## src/msc_queue.sv

```systemverilog
// package of shared constants for the stop/output/position command executor,
// and the command queue that holds buffered commands in arrival order.
// assumes one clock domain and an upstream parser delivering decoded commands.
package msc_pkg;
  // command codes as delivered by the parser
  localparam logic [3:0] CMD_STOP_JOG = 4'h1;   // stop_jog_cmd, immediate
  localparam logic [3:0] CMD_HALT_CUR = 4'h2;   // halt_current_cmd, immediate
  localparam logic [3:0] CMD_STOP_FLUSH = 4'h3; // stop_flush_cmd, immediate
  localparam logic [3:0] CMD_SET_OUT = 4'h4;    // queued
  localparam logic [3:0] CMD_SET_POS = 4'h5;    // set_position_cmd with value, queued
  localparam logic [3:0] CMD_GET_POS = 4'h6;    // set_position_cmd without value, queued
  localparam logic [3:0] CMD_SEND_STR = 4'h7;   // queued
  localparam logic [3:0] CMD_MOVE = 4'h8;       // feed-type move, queued
  // queue entry layout: {code, has_d, len, arg}
  localparam int ENTRY_W = 40;
  localparam int CODE_LSB = 36;
  localparam int D_BIT = 35;
  localparam int LEN_LSB = 32;
  // register byte addresses
  localparam logic [7:0] REG_JOG_DECEL = 8'h00;
  localparam logic [7:0] REG_JOG_STOP = 8'h04;
  localparam logic [7:0] REG_MAX_ACCEL = 8'h08;
  localparam logic [7:0] REG_FEED_SLOW = 8'h0c;
  localparam logic [7:0] REG_OUT_FUNC = 8'h10;
  localparam logic [7:0] REG_STATUS = 8'h14;
  localparam logic [7:0] REG_POSITION = 8'h18;
  // output function select values
  localparam logic [1:0] FUNC_GENERAL = 2'h0;
  // reset values
  localparam logic [15:0] RATE_RST = 16'h0064;
  localparam logic OUT_LEVEL_RST = 1'b1; // high = open, no current
  // reply framing
  localparam logic [7:0] CHAR_EQUALS = 8'h3d;
  localparam logic [3:0] POS_REPLY_LEN = 4'h9;
  localparam int REPLY_MAX = 9;
  localparam int STR_MAX = 4;
  // executor states, gray along idle-arm-move
  typedef enum logic [1:0] {
    ST_IDLE = 2'b00,
    ST_ARM = 2'b01,
    ST_MOVE = 2'b11,
    ST_SEND = 2'b10
  } msc_state_e;
endpackage : msc_pkg

`timescale 1ns/10ps
`default_nettype none
////////////////////////////////////////////////////////////////////////////////
module msc_cmd_queue #(
  parameter int WIDTH = 40,
  parameter int DEPTH = 8,
  parameter int CNT_W = 4
) (
  // clock and reset
  input wire logic clk,
  input wire logic rst_b,
  // fill side
  input wire logic push_valid,
  output logic push_ready,
  input wire logic [WIDTH-1:0] push_data,
  // drain side
  output logic pop_valid,
  input wire logic pop_ready,
  output logic [WIDTH-1:0] pop_data,
  // discard everything
  input wire logic flush,
  output logic [CNT_W-1:0] count
);
  localparam int PTR_W = $clog2(DEPTH);
  logic [WIDTH-1:0] mem_q [DEPTH];
  logic [PTR_W-1:0] wr_q, wr_d, rd_q, rd_d;
  logic [CNT_W-1:0] cnt_q, cnt_d;
  logic do_push, do_pop;

  // handshake terms
  assign push_ready = (cnt_q != CNT_W'(DEPTH));
  assign pop_valid = (cnt_q != '0);
  assign pop_data = mem_q[rd_q];
  assign count = cnt_q;
  assign do_push = push_valid && push_ready && !flush;
  assign do_pop = pop_valid && pop_ready && !flush;

  // pointer and count update
  always_comb begin
    wr_d = wr_q;
    rd_d = rd_q;
    cnt_d = cnt_q;
    if (flush) begin
      rd_d = wr_q;
      cnt_d = '0;
    end else begin
      if (do_push) wr_d = PTR_W'((wr_q + 1) % DEPTH);
      if (do_pop) rd_d = PTR_W'((rd_q + 1) % DEPTH);
      cnt_d = cnt_q + CNT_W'(do_push) - CNT_W'(do_pop);
    end
  end

  always_ff @(posedge clk or negedge rst_b) begin
    if (!rst_b) begin
      wr_q <= '0;
      rd_q <= '0;
      cnt_q <= '0;
    end else begin
      wr_q <= wr_d;
      rd_q <= rd_d;
      cnt_q <= cnt_d;
    end
  end

  // storage, no reset needed
  always_ff @(posedge clk) begin
    if (do_push) mem_q[wr_q] <= push_data;
  end
endmodule : msc_cmd_queue
`default_nettype wire

```

## src/msc_exec.sv

```systemverilog
// command executor for stop, output, position and send-string commands.
// assumes a parser on clk delivers decoded commands, a motion generator on clk.
// Notes on behaviour
// - stop-jog while jogging decelerates with the jog decel rate.
// - stop-and-flush aborts the running queued command and empties the queue.
// - stop-and-flush without parameter decelerates with the max accel rate.
// - stop-and-flush with D uses feed decel for feeds, jog decel when jogging.
// - stop-current aborts only the running queued command; queue stays intact.
// - stop-current without parameter decelerates with the max accel rate.
// - stop-current with D uses feed decel for feeds, jog stop rate when jogging.
// - writing jog decel also overwrites jog stop rate.
// - set-output drives output 1; L is low (energized), H is high (open).
// - set-output is ignored while the output has a dedicated function.
// - a point reads low when current flows, high otherwise.
// - set-position loads the signed counter; query replies with equals sign.
// - send-string transmits up to 4 characters back to the host.
// - send-string transmits only after all earlier queued commands finish.
//
// The register offsets and the address-and-strobe port were left to the implementer.
`timescale 1ns/10ps
`default_nettype none
////////////////////////////////////////////////////////////////////////////////
module msc_exec #(
  parameter int RATE_W = 16,
  parameter int DEPTH = 8
) (
  // clock and reset
  input wire logic clk,
  input wire logic rst_b,
  // decoded commands from the parser
  input wire logic cmd_valid,
  output logic cmd_ready,
  input wire logic [3:0] cmd_code,
  input wire logic cmd_d,
  input wire logic [2:0] cmd_len,
  input wire logic [31:0] cmd_arg,
  // reply bytes to the serial transmitter
  output logic reply_valid,
  input wire logic reply_ready,
  output logic [7:0] reply_data,
  // motion generator
  input wire logic motion_busy,
  input wire logic motion_jog,
  output logic move_start,
  output logic [31:0] move_arg,
  output logic stop_req,
  output logic [RATE_W-1:0] stop_rate,
  input wire logic step_pulse,
  input wire logic step_dir,
  // digital i/o pins
  input wire logic in_current,
  input wire logic func_level,
  output logic out_energize,
  // register port
  input wire logic [7:0] reg_addr,
  input wire logic [31:0] reg_wdata,
  input wire logic reg_wr,
  input wire logic reg_rd,
  output logic [31:0] reg_rdata
);
  localparam int CNT_W = $clog2(DEPTH + 1);

  // nibble to ascii hex
  function automatic logic [7:0] hex_char(input logic [3:0] n);
    hex_char = (n < 4'ha) ? (8'h30 + {4'h0, n}) : (8'h57 + {4'h0, n});
  endfunction : hex_char

  // stop deceleration choice: D selects feed or jog rate, else max accel
  function automatic logic [RATE_W-1:0] pick_rate(input logic use_d, input logic jog,
      input logic [RATE_W-1:0] jog_r, input logic [RATE_W-1:0] feed_r,
      input logic [RATE_W-1:0] max_r);
    pick_rate = !use_d ? max_r : (jog ? jog_r : feed_r);
  endfunction : pick_rate

  ////////////////////////////////////////////////////////////////////////////////
  // command classification
  logic is_imm, imm_take, buf_take, is_halt, is_flush, is_sjog;
  logic q_push_ready, q_valid, q_pop, flush;
  logic [msc_pkg::ENTRY_W-1:0] q_data;
  logic [CNT_W-1:0] q_count;
  logic [3:0] e_code;
  logic e_d;
  logic [2:0] e_len;
  logic [31:0] e_arg;

  assign is_sjog = (cmd_code == msc_pkg::CMD_STOP_JOG);
  assign is_halt = (cmd_code == msc_pkg::CMD_HALT_CUR);
  assign is_flush = (cmd_code == msc_pkg::CMD_STOP_FLUSH);
  assign is_imm = is_sjog || is_halt || is_flush;
  assign cmd_ready = is_imm || q_push_ready; // immediates never wait
  assign imm_take = cmd_valid && is_imm;
  assign buf_take = cmd_valid && !is_imm;
  assign flush = imm_take && is_flush;
  assign e_code = q_data[msc_pkg::CODE_LSB +: 4];
  assign e_d = q_data[msc_pkg::D_BIT];
  assign e_len = q_data[msc_pkg::LEN_LSB +: 3];
  assign e_arg = q_data[31:0];

  // buffered commands wait here in arrival order
  msc_cmd_queue #(
    .WIDTH(msc_pkg::ENTRY_W),
    .DEPTH(DEPTH),
    .CNT_W(CNT_W)
  ) u_queue (
    .clk(clk),
    .rst_b(rst_b),
    .push_valid(buf_take),
    .push_ready(q_push_ready),
    .push_data({cmd_code, cmd_d, cmd_len, cmd_arg}),
    .pop_valid(q_valid),
    .pop_ready(q_pop),
    .pop_data(q_data),
    .flush(flush),
    .count(q_count)
  );

  ////////////////////////////////////////////////////////////////////////////////
  // register file
  logic [RATE_W-1:0] jog_decel_rate_q, jog_decel_rate_d, jog_stop_rate_q, jog_stop_rate_d;
  logic [RATE_W-1:0] max_accel_rate_q, max_accel_rate_d, feed_slowdown_rate_q, feed_slowdown_rate_d;
  logic [1:0] out_func_q, out_func_d;
  logic [31:0] rdata_q, rdata_d;
  logic [31:0] pos_q, pos_d;
  logic out_level_q, out_level_d;
  logic in_sync1_q, in_sync2_q;
  msc_pkg::msc_state_e st_q, st_d;

  // register writes and read data, answered one cycle later
  always_comb begin
    jog_decel_rate_d = jog_decel_rate_q;
    jog_stop_rate_d = jog_stop_rate_q;
    max_accel_rate_d = max_accel_rate_q;
    feed_slowdown_rate_d = feed_slowdown_rate_q;
    out_func_d = out_func_q;
    rdata_d = '0;
    if (reg_wr) begin
      case (reg_addr)
        msc_pkg::REG_JOG_DECEL: begin
          jog_decel_rate_d = reg_wdata[RATE_W-1:0];
          jog_stop_rate_d = reg_wdata[RATE_W-1:0];
        end
        msc_pkg::REG_JOG_STOP: jog_stop_rate_d = reg_wdata[RATE_W-1:0];
        msc_pkg::REG_MAX_ACCEL: max_accel_rate_d = reg_wdata[RATE_W-1:0];
        msc_pkg::REG_FEED_SLOW: feed_slowdown_rate_d = reg_wdata[RATE_W-1:0];
        msc_pkg::REG_OUT_FUNC: out_func_d = reg_wdata[1:0];
        default: ;
      endcase
    end
    if (reg_rd) begin
      case (reg_addr)
        msc_pkg::REG_JOG_DECEL: rdata_d = 32'(jog_decel_rate_q);
        msc_pkg::REG_JOG_STOP: rdata_d = 32'(jog_stop_rate_q);
        msc_pkg::REG_MAX_ACCEL: rdata_d = 32'(max_accel_rate_q);
        msc_pkg::REG_FEED_SLOW: rdata_d = 32'(feed_slowdown_rate_q);
        msc_pkg::REG_OUT_FUNC: rdata_d = {30'h0, out_func_q};
        // out level and input level are high when no current
        msc_pkg::REG_STATUS: rdata_d = {16'h0, 8'(q_count), 3'h0, st_q, motion_busy,
                                        !in_sync2_q, out_level_q};
        msc_pkg::REG_POSITION: rdata_d = pos_q;
        default: rdata_d = '0;
      endcase
    end
  end

  always_ff @(posedge clk or negedge rst_b) begin
    if (!rst_b) begin
      jog_decel_rate_q <= msc_pkg::RATE_RST;
      jog_stop_rate_q <= msc_pkg::RATE_RST;
      max_accel_rate_q <= msc_pkg::RATE_RST;
      feed_slowdown_rate_q <= msc_pkg::RATE_RST;
      out_func_q <= msc_pkg::FUNC_GENERAL;
      rdata_q <= '0;
    end else begin
      jog_decel_rate_q <= jog_decel_rate_d;
      jog_stop_rate_q <= jog_stop_rate_d;
      max_accel_rate_q <= max_accel_rate_d;
      feed_slowdown_rate_q <= feed_slowdown_rate_d;
      out_func_q <= out_func_d;
      rdata_q <= rdata_d;
    end
  end
  assign reg_rdata = rdata_q;

  ////////////////////////////////////////////////////////////////////////////////
  // input pin synchroniser; pin high means current flows, inverted only after both flops
  always_ff @(posedge clk or negedge rst_b) begin
    if (!rst_b) begin
      in_sync1_q <= 1'b0;
      in_sync2_q <= 1'b0;
    end else begin
      in_sync1_q <= in_current;
      in_sync2_q <= in_sync1_q;
    end
  end

  ////////////////////////////////////////////////////////////////////////////////
  // immediate stop requests
  logic stop_q, stop_d;
  logic [RATE_W-1:0] rate_q, rate_d;

  always_comb begin
    stop_d = 1'b0;
    rate_d = rate_q;
    if (imm_take && motion_busy) begin
      if (is_sjog && motion_jog) begin
        stop_d = 1'b1;
        rate_d = jog_decel_rate_q;
      end else if (is_halt) begin
        stop_d = 1'b1;
        rate_d = pick_rate(cmd_d, motion_jog, jog_stop_rate_q, feed_slowdown_rate_q,
                           max_accel_rate_q);
      end else if (is_flush) begin
        stop_d = 1'b1;
        rate_d = pick_rate(cmd_d, motion_jog, jog_decel_rate_q, feed_slowdown_rate_q,
                           max_accel_rate_q);
      end
    end
  end

  always_ff @(posedge clk or negedge rst_b) begin
    if (!rst_b) begin
      stop_q <= 1'b0;
      rate_q <= '0;
    end else begin
      stop_q <= stop_d;
      rate_q <= rate_d;
    end
  end
  assign stop_req = stop_q;
  assign stop_rate = rate_q;

  ////////////////////////////////////////////////////////////////////////////////
  // queued command execution, reply buffer, output and position
  logic [7:0] tx_buf_q [msc_pkg::REPLY_MAX];
  logic [7:0] tx_buf_d [msc_pkg::REPLY_MAX];
  logic [3:0] tx_cnt_q, tx_cnt_d, tx_idx_q, tx_idx_d;
  logic start_q, start_d;
  logic [31:0] marg_q, marg_d;
  logic abort;

  assign abort = imm_take && (is_halt || is_flush);
  assign q_pop = (st_q == msc_pkg::ST_IDLE) && q_valid && !flush; // in order

  always_comb begin
    st_d = st_q;
    tx_buf_d = tx_buf_q;
    tx_cnt_d = tx_cnt_q;
    tx_idx_d = tx_idx_q;
    start_d = 1'b0;
    marg_d = marg_q;
    out_level_d = out_level_q;
    pos_d = pos_q;
    if (step_pulse) pos_d = step_dir ? pos_q + 32'h1 : pos_q - 32'h1;
    case (st_q)
      msc_pkg::ST_IDLE: begin
        if (q_pop) begin
          case (e_code)
            msc_pkg::CMD_SET_OUT: begin
              // only output 1 exists; dedicated use blocks it
              if (e_arg[7:0] == 8'h01 && out_func_q == msc_pkg::FUNC_GENERAL)
                out_level_d = e_d;
            end
            msc_pkg::CMD_SET_POS: pos_d = e_arg;
            msc_pkg::CMD_GET_POS: begin
              tx_buf_d[0] = msc_pkg::CHAR_EQUALS;
              for (int i = 0; i < 8; i++) tx_buf_d[i+1] = hex_char(pos_q[28-4*i +: 4]);
              tx_cnt_d = msc_pkg::POS_REPLY_LEN;
              tx_idx_d = '0;
              st_d = msc_pkg::ST_SEND;
            end
            msc_pkg::CMD_SEND_STR: begin
              // characters packed first-in-high
              for (int i = 0; i < msc_pkg::STR_MAX; i++) tx_buf_d[i] = e_arg[24-8*i +: 8];
              tx_cnt_d = (e_len > 3'd4) ? 4'd4 : {1'b0, e_len};
              tx_idx_d = '0;
              st_d = (e_len == 3'd0) ? msc_pkg::ST_IDLE : msc_pkg::ST_SEND;
            end
            msc_pkg::CMD_MOVE: begin
              start_d = 1'b1;
              marg_d = e_arg;
              st_d = msc_pkg::ST_ARM;
            end
            default: ; // unknown entries retire silently
          endcase
        end
      end
      msc_pkg::ST_ARM: st_d = msc_pkg::ST_MOVE; // motion picks up the start
      msc_pkg::ST_MOVE: if (!motion_busy) st_d = msc_pkg::ST_IDLE;
      msc_pkg::ST_SEND: begin
        if (reply_ready) begin
          tx_idx_d = tx_idx_q + 4'h1;
          if (tx_idx_q + 4'h1 == tx_cnt_q) st_d = msc_pkg::ST_IDLE;
        end
      end
      default: st_d = msc_pkg::ST_IDLE;
    endcase
    if (abort) begin
      st_d = msc_pkg::ST_IDLE;
      start_d = 1'b0;
      tx_cnt_d = '0;
    end
  end

  always_ff @(posedge clk or negedge rst_b) begin
    if (!rst_b) begin
      st_q <= msc_pkg::ST_IDLE;
      for (int i = 0; i < msc_pkg::REPLY_MAX; i++) tx_buf_q[i] <= '0;
      tx_cnt_q <= '0;
      tx_idx_q <= '0;
      start_q <= 1'b0;
      marg_q <= '0;
      out_level_q <= msc_pkg::OUT_LEVEL_RST;
      pos_q <= '0;
    end else begin
      st_q <= st_d;
      tx_buf_q <= tx_buf_d;
      tx_cnt_q <= tx_cnt_d;
      tx_idx_q <= tx_idx_d;
      start_q <= start_d;
      marg_q <= marg_d;
      out_level_q <= out_level_d;
      pos_q <= pos_d;
    end
  end

  // outputs; low level means energized
  assign move_start = start_q;
  assign move_arg = marg_q;
  assign reply_valid = (st_q == msc_pkg::ST_SEND); // only replies
  assign reply_data = tx_buf_q[tx_idx_q];
  assign out_energize = (out_func_q == msc_pkg::FUNC_GENERAL) ? !out_level_q : func_level;
endmodule : msc_exec
`default_nettype wire

```

## config.mk

```make
export PLATFORM = sky130hd
export DESIGN_NAME = msc_exec
export DESIGN_NICKNAME = d
export VERILOG_FILES = /design/src/msc_queue.sv /design/src/msc_exec.sv
export SDC_FILE = /design/constraint.sdc
export NUM_CORES = 1
export LEC_CHECK = 0
export BUFFER_PORTS_ARGS = -buffer_cell sky130_fd_sc_hd__buf_2
export CORE_AREA = 2 2 244 246
export DETAILED_ROUTE_END_ITERATION = 7
export DIE_AREA = 0 0 246 248
export PLACE_DENSITY = 0.72
export SETUP_SLACK_MARGIN = 0.3
export SYNTH_ARGS = -nofsm -noshare
export SYNTH_HDL_FRONTEND = slang
export SYNTH_SLANG_ARGS = --single-unit
```

## constraint.sdc

```tcl
create_clock -name clk -period 7.25 [get_ports clk]
set_input_delay 1.0875 -clock clk [delete_from_list [all_inputs] [get_ports clk]]
set_output_delay 1.0875 -clock clk [all_outputs]
set_load 0.005 [all_outputs]
```

==> out/metrics.yaml, run 1 <==
sta:
  report.final.slew_viol_count: 0
  setup_viol: 0
  slew-limit-headroom_pct: 25.45
  timing.final.crit_period_ns: 4.023
  final_hold_viol_count: 0
  unrepaired_setup_endpoints_after_global_routing: "no"
  timing.fmax_mhz: 248.6
  fin_skew_ns: 0.04977
  fin_crit_sh_pct: 55.49
  timing_worst_slew_pin_value_ns: 1.115
  totalNegativeSetupSlack_ns: 0
cts:
  cts-htree-levels: 2
  clkTransAtPathRegs_ns: 0.06
  clockRootBuffer: "clkbuf_16"
  cts_num_sinks: 590
  ctsHoldBuffers: 0
  worstSkewPairLatency_ns: 0.65
  tritoncts: "yes"
  post_cts_resized: 0
  numCtsBuffers: 59
  clk_path_buf_depth: 3
  post_cts_buffers: 0
synth:
  ys_types: 82
  synth_largest_type_area_fraction_pct: 36.17
  ys_dominant_reg_cell: "edfxtp_1"
  synth_async_sr_flop_share_pct: 45.76
  postSynthAreaPerCell_um2: 13.91
  netlist.top_cell.by_area: "edfxtp_1"
  yosysWarnings: 0
  synth-edff-count: 320
  synth-seq-cells: 590
  seq_area_frac_synth_pct: 61.66
  ys_top_cells_by_area: "edfxtp_1, dfrtp_1, mux4_2"
  syn-instance-count: 1910
  syn_area_mm2: 0.02657
  mappedNetlistNets: 2051
die:
  rows: 89
  design.core.area_mm2: 0.05846
  start_util_pct: 45.45
  design.die.area_mm2: 0.06101
  top_level_ports: 185
  die_y_um: 248
  die_span_x_um: 246
power:
  power.density_cell_area_mw_per_mm2: 407.1
  power.leakage_nw: 12.15
  vdd_drop_max_mv: 0.2268
drt:
  wl_um: 65460
  detail-route-antenna-nets: 0
  post_detailed_route_drc_marker_count: 0
  drt_iter0_markers: 1588
  viasPerCell: 5.849
  post_drt_wl_per_cell_um: 22.60
  drt_pass1_iterations: 8
  num_vias: 16938
critical_path:
  critPathMaxStageDelay_ns: 0.79
  cp-end-kind: "output pin"
  path_max_fanout: 19
  worstPathCellList: "nor3_1 -> a22oi_1 -> o22ai_1 -> buf_2"
  worst-endpoint-required_ns: 6.16
  crit_arrival_ns: 2.94
  crit_slowest_cell: "nor3_1"
  category_of_the_critical_setup_timing_path: "reg -> out"
  critPathLaunchType: "register"
  reg2regPathDepth: 9
place:
  gp_congestion: 0.8719
  post-dp-hpwl_um: 42050
  placed_cells: 2776
  io_buffers: 168
global_routing:
  grt_pass1_vias: 17238
  grt_max_degree: 165
  grt_pass1_wl_um: 100400
  gr-total-overflow: 0
  antenna_found_initial: 15
  globalRouteTotalUtil_pct: 21.54
hold_path:
  hold_removal_path_class: "reg -> reg"
  min_delay_path_depth: 0
job:
  max_cap_viols: 0
status:
  run_status: "finished clean"
finish:
  n_fill_cell: 4809
  finalNonFillerCells: 2896
  final_layout_size_suffix_gt1_share_pct: 25.21
  flow.area_growth_from_synthesis_pct: 13.90
  nets: 2205
## synthesized netlist by cell type (12+ instances only)
library cell and number:
a211oi_1 12, a21o_1 24, a21oi_1 136, a221oi_1 15
a22oi_1 28, and3_1 21, buf_2 26, clkbuf_1 60
dfrtp_1 257, dfstp_2 13, edfxtp_1 320, ha_1 47
inv_1 52, mux2_1 16, mux2_2 95, mux2i_1 66
mux4_2 95, nand2_1 134, nand2b_1 14, nand3_1 30
nor2_1 102, nor3_1 21, o21ai_0 104, o22ai_1 12
xnor2_1 28, xor2_1 13
## cell type report
cell class              count  area [um^2]  area share, %
flip-flops and latches    590        16390          54.16
multi-input cells        1160         9550          31.56
clock buffers              89         1719          5.681
repair buffers            199         1096          3.622
well taps                 773        967.2          3.196
clock inverters            22        315.3          1.042
inverters                  54        202.7         0.6698
diodes                      9        22.52        0.07442
## sequential cells by signal (all words and copies together) (netlist names), 3 cells and up
| name | cells |
|---|---|
| tx_buf_q | 67 |
| reg_rdata | 32 |
| jog_stop_rate_q | 16 |
| u_queue.wr_q | 3 |
| u_queue.mem_q | 320 |
| move_arg | 32 |
| u_queue.rd_q | 3 |
| feed_slowdown_rate_q | 16 |
| tx_cnt_q | 4 |
| tx_idx_q | 4 |
| jog_decel_rate_q | 16 |
| max_accel_rate_q | 16 |
| stop_rate | 16 |
| u_queue.count | 4 |
| pos_q | 32 |
## cell usage in the layout, fill, tap and decap left out, drive strengths merged, types with 14 or more instances in the layout
master	Yosys	routed
mux4	95	95
xnor2	28	28
buf	44	199
nand2b	14	14
nor3	23	23
clkinv	2	14
a22oi	28	28
and3	21	21
clkbuf	62	89
a221oi	17	17
dfrtp	257	257
nand2	135	135
mux2	115	115
a21o	24	24
edfxtp	320	320
inv	52	53
a211oi	17	17
a21oi	137	137
mux2i	67	67
nand3	30	30
nor2	102	102
ha	47	47
o21ai	113	113
## worst max-delay path: cells and delay by family, from the launching register on
family,cells,cell delay (ns)
DFF,1,0.73
buffers and inverters,1,0.18
and+or+nand+nor,1,0.79
AOI/OAI and AO/OA,2,0.62
## final timing paths
path	from	end	slack [ns]
worst max-delay path	tx_idx_q[1]	reply_data[1]	3.23
worst min-delay path	in_sync1_q	in_sync2_q	0.31
max in group asynchronous	rst_b	u_queue.rd_q[0]	5.24
min in group asynchronous	rst_b	reg_rdata[19]	0.46
worst min register to register	in_sync1_q	in_sync2_q	0.31
worst max register to register	u_queue.rd_q[1]	tx_buf_q[4]	3.28
## power breakdown
group | internal, mW | switching, mW | leakage (nW)
combinational | 1.86 | 2.47 | 4.83
clock | 1.86 | 1.30 | 0.986
sequential | 4.21 | 0.625 | 6.34
total | 7.92 | 4.39 | 12.2
## kinds of logic (layout without fill, tap and decap cells)
kind of cell,count (synthesis),after routing,share of synthesized area [%]
simple gates,379,379,6.725
flops,590,590,61.66
buf+inv,160,364,2.675
other cells,0,9,0
compound gates,414,414,9.706
xor+xnor,41,41,1.352
fa+ha+maj,49,49,2.364
mux,277,277,15.52
## metrics by stage
step | util [%] | hold WS, ns | area, um^2 | setup slack (ns) | total power, mW
global placement | 48.24 | 0.3362 | 28200 | 3.035 | 9.055
detailed placement | 48.24 | 0.3365 | 28200 | 2.948 | 9.178
floorplan | - | 0.3312 | 26570 | 1.171 | 7.707
global route | 51.74 | 0.3430 | 30250 | 3.025 | 12.98
CTS | 51.72 | 0.3123 | 30240 | 3.286 | 12.36
finish | 51.76 | 0.3083 | 30260 | 3.227 | 12.32
## per-layer routing
metal | vias to the layer above | wire, um | GRT usage (%)
met3 | 154 | 4664 | 4.314
li1 | 7576 | - | -
met1 | 8603 | 26630 | 28.28
met5 | - | 104 | 0
met4 | 16 | 2482 | 8.824
met2 | 589 | 31570 | 35.17
Note: power is estimated with default switching activity, not from simulation.
==> run 2, diff against run 1 <==
--- a/config.mk
+++ b/config.mk
@@ -5,10 +5,11 @@
 export SDC_FILE = /design/constraint.sdc
 export NUM_CORES = 1
 export LEC_CHECK = 0
+export ABC_AREA = 1
 export BUFFER_PORTS_ARGS = -buffer_cell sky130_fd_sc_hd__buf_2
-export CORE_AREA = 2 2 244 246
+export CORE_AREA = 2 2 249 251
 export DETAILED_ROUTE_END_ITERATION = 7
-export DIE_AREA = 0 0 246 248
+export DIE_AREA = 0 0 251 253
 export PLACE_DENSITY = 0.72
 export SETUP_SLACK_MARGIN = 0.3
 export SYNTH_ARGS = -nofsm -noshare
==> constraint.sdc (replaced) <==
create_clock -name clk -period 3.8 [get_ports clk]
set_input_delay 0.57 -clock clk [delete_from_list [all_inputs] [get_ports clk]]
set_output_delay 0.57 -clock clk [all_outputs]
set_load 0.005 [all_outputs]
==> out/metrics.yaml, run 2 <==
status:
  run_status: "finished clean"
critical_path:
  cp-end-kind: "output pin"
  start_of_the_worst_register_to_register_path: "u_queue.rd_q[0]"
  worst_setup_path_endpoint: "reply_data[4]"
  worst-endpoint-required_ns: 3.23
  category_of_the_critical_setup_timing_path: "reg -> out"
  crit_arrival_ns: 2.62
  setup.worst_path.start: "tx_idx_q[0]"
  crit_slowest_cell: "clkinvlp_4"
  reg2regPathDepth: 10
  critical-path-top-delay-family: "compound AO/OA/AOI/OAI gates"
  worstPathCellList: "clkinvlp_4 -> a21oi_1 -> o21ai_0 -> a21boi_0 -> a221o_1 -> buf_2"
  critPathLaunchType: "register"
  path_max_fanout: 28
  critPathBufInv: 2
  rr_endpoint: "tx_buf_q[63]"
  critPathMaxStageDelay_ns: 0.42
  critical_path_depth: 6
  timing.reg2reg.setup_slack_ns: 0.81
sta:
  fin_crit_sh_pct: 83.92
  unrepaired_setup_endpoints_after_global_routing: "no"
  fin_skew_ns: 0.06913
  timing.final.crit_period_ns: 3.189
  final_hold_viol_count: 0
  totalNegativeSetupSlack_ns: 0
  timing.fmax_mhz: 313.6
  fin_ws_ns: 0.6109
  timing_worst_slew_pin_value_ns: 1.072
  report.final.slew_viol_count: 0
  setup_viol: 0
  slew-limit-headroom_pct: 28.36
synth:
  netlist.top_cell.by_area: "edfxtp_1"
  synth_top_family_by_area: "simple AND/OR/NAND/NOR gates"
  ys_types: 52
  synth.top_cells.by_count: "nand2_1, o21ai_0, nor2_1, edfxtp_1, inv_1"
  syn_area_mm2: 0.02770
  yosysWarnings: 0
  ys_dominant_reg_cell: "edfxtp_1"
  synth_async_sr_flop_share_pct: 45.76
  post-synth-top-count-cell: "nand2_1"
  synth-seq-cells: 590
  mappedNetlistNets: 3137
  syn-instance-count: 2996
  post_synth_mux_area_share_pct: 0
  postSynthAreaPerCell_um2: 9.245
  synth_simple_gate_area_share_pct: 16.99
  synthAdderAreaFrac_pct: 2.268
  yosys.area_share.xor_xnor_pct: 0.5692
  synth-edff-count: 320
  synth-compound-area-share_pct: 14.63
  synth_largest_type_area_fraction_pct: 34.69
  seq_area_frac_synth_pct: 59.15
  ys_top_cells_by_area: "edfxtp_1, dfrtp_1, nand2_1"
finish:
  register_area_mm2: 0.01639
  nets: 3289
  number_of_flip_flops_in_the_largest_register: 320
  layout.cells.most_common: "nand2_1"
  mostFrequentLayoutCells: "nand2_1, o21ai_0, nor2_1, edfxtp_1, inv_1"
  multi_input_area_mm2: 0.009622
  final_layout_size_suffix_gt1_share_pct: 12.14
  largestRegisters: "u_queue.mem_q: 320 flops, tx_buf_q: 67 flops"
  n_fill_cell: 5531
  largest_register: "u_queue.mem_q"
  flow.area_growth_from_synthesis_pct: 14.09
job:
  max_cap_viols: 0
cts:
  worstSkewPairLatency_ns: 0.67
  clk_path_buf_depth: 3
  clockRootBuffer: "clkbuf_16"
  clkTransAtPathRegs_ns: 0.06
  numCtsBuffers: 60
  cts_num_sinks: 590
  cts-htree-levels: 2
  tritoncts: "yes"
hold_path:
  hold_removal_path_class: "in -> reg"
global_routing:
  globalRouteTotalUtil_pct: 24.40
  antenna_found_initial: 8
  grt_max_degree: 99
  gr-total-overflow: 0
  grt_pass1_wl_um: 120000
  grt_pass1_vias: 21061
die:
  design.core.area_mm2: 0.06103
  die_span_x_um: 251
  die_y_um: 253
  top_level_ports: 185
  design.die.area_mm2: 0.06350
  rows: 91
  start_util_pct: 45.39
drt:
  wl_um: 78610
  post_drt_wl_per_cell_um: 19.71
  routedLengthMet1_um: 32640
  post_detailed_route_drc_marker_count: 0
  uppermost_layer_routed: "met5"
  routed_met3_length_um: 6841
  drt_iter0_markers: 2256
  met2WireLength_um: 36200
  viasPerCell: 5.558
  detail-route-antenna-nets: 0
  drt_pass1_iterations: 7
  num_vias: 22171
power:
  power.leakage_nw: 13.65
  vdd_drop_max_mv: 0.5184
  report.power.total_mw: 25.08
  power.density_cell_area_mw_per_mm2: 793.5
place:
  io_buffers: 168
  place_ws_ns: 0.5885
  gp_congestion: 0.9262
  post-dp-hpwl_um: 52160
==> run 2: changes by cell type after synthesis, moves of 24 or more <==
cell | before | now
a21oi_1 | 136 | 196
nand3_1 | 30 | 134
o211ai_1 | 4 | 28
nor2_1 | 102 | 329
a22oi_1 | 28 | 1
mux2_2 | 95 | 0
o21ai_0 | 104 | 337
nand2_1 | 134 | 647
mux2i_1 | 66 | 0
o22ai_1 | 12 | 79
inv_1 | 52 | 268
xnor2_1 | 28 | 2
o21ai_1 | 9 | 55
mux4_2 | 95 | 0
==> run 2: how the worst min path moves through the flow <==
stage	depth (start not counted)	slack, ns	to	startpoint
floorplan	0	0.27	feed_slowdown_rate_q[0]	rst_b
global placement	0	0.39	in_sync2_q	in_sync1_q
detailed placement	0	0.38	in_sync2_q	in_sync1_q
CTS	1	0.01	in_sync1_q	in_current
global route	1	0.02	in_sync1_q	in_current
finish	1	0.03	in_sync1_q	in_current
==> run 2: final cells by class <==
cell class                 instances  share of cell area [%]
tap                              790                   3.128
antenna                            2                 0.01584
timing repair buffer             228                   4.522
multi-input combinational       1983                   30.45
sequential                       590                   51.85
inverter                         285                   3.413
clock buffer                      74                   5.044
clock inverter                    37                   1.576
==> run 2: where the power goes <==
part | internal [mW] | switching (mW) | leakage (nW)
Combinational | 3.04 | 7.02 | 6.38
Sequential | 8.02 | 0.802 | 6.26
Clock | 3.61 | 2.58 | 1.01
==> run 2: through the flow <==
| stage | hold slack, ns | utilization [%] | instance area, um^2 | instances |
|---|---|---|---|---|
| 2_1_floorplan | 0.2744 | - | 27700 | 2996 |
| 3_3_place_gp | 0.3857 | 48.30 | 29480 | 3873 |
| 3_5_place_dp | 0.3815 | 48.30 | 29480 | 3873 |
| 4_1_cts | 0.01179 | 51.74 | 31580 | 3985 |
| 5_1_grt | 0.02056 | 51.77 | 31600 | 3987 |
| 6_report | 0.03001 | 51.78 | 31600 | 3989 |
==> run 2: repair_timing <==
| item | CTS | global route |
|---|---|---|
| endpoints found under the setup margin | 0 | 14 |
| setup buffers | 0 | 1 |
| endpoints found under the hold margin | 10 | 0 |
| resized for setup | 0 | 1 |
| hold buffers | 1 | 0 |
==> run 2: routing by layer <==
metal / up-vias / track usage (%)
met1: 10539 / 33.31
met3: 189 / 4.235
met5: - / 0
li1: 10458 / -
met4: 10 / 9.371
met2: 975 / 39.09
==> run 2: logic make-up (layout without fill, tap and decap cells) <==
logic type,count (synthesis),count (layout)
AOI/OAI and AO/OA,751,751
xor gates and xnor gates,18,18
adders and majority gates,49,49
buffers and inverters,424,624
DFF,590,590
other,0,2
and+or+nand+nor,1164,1165
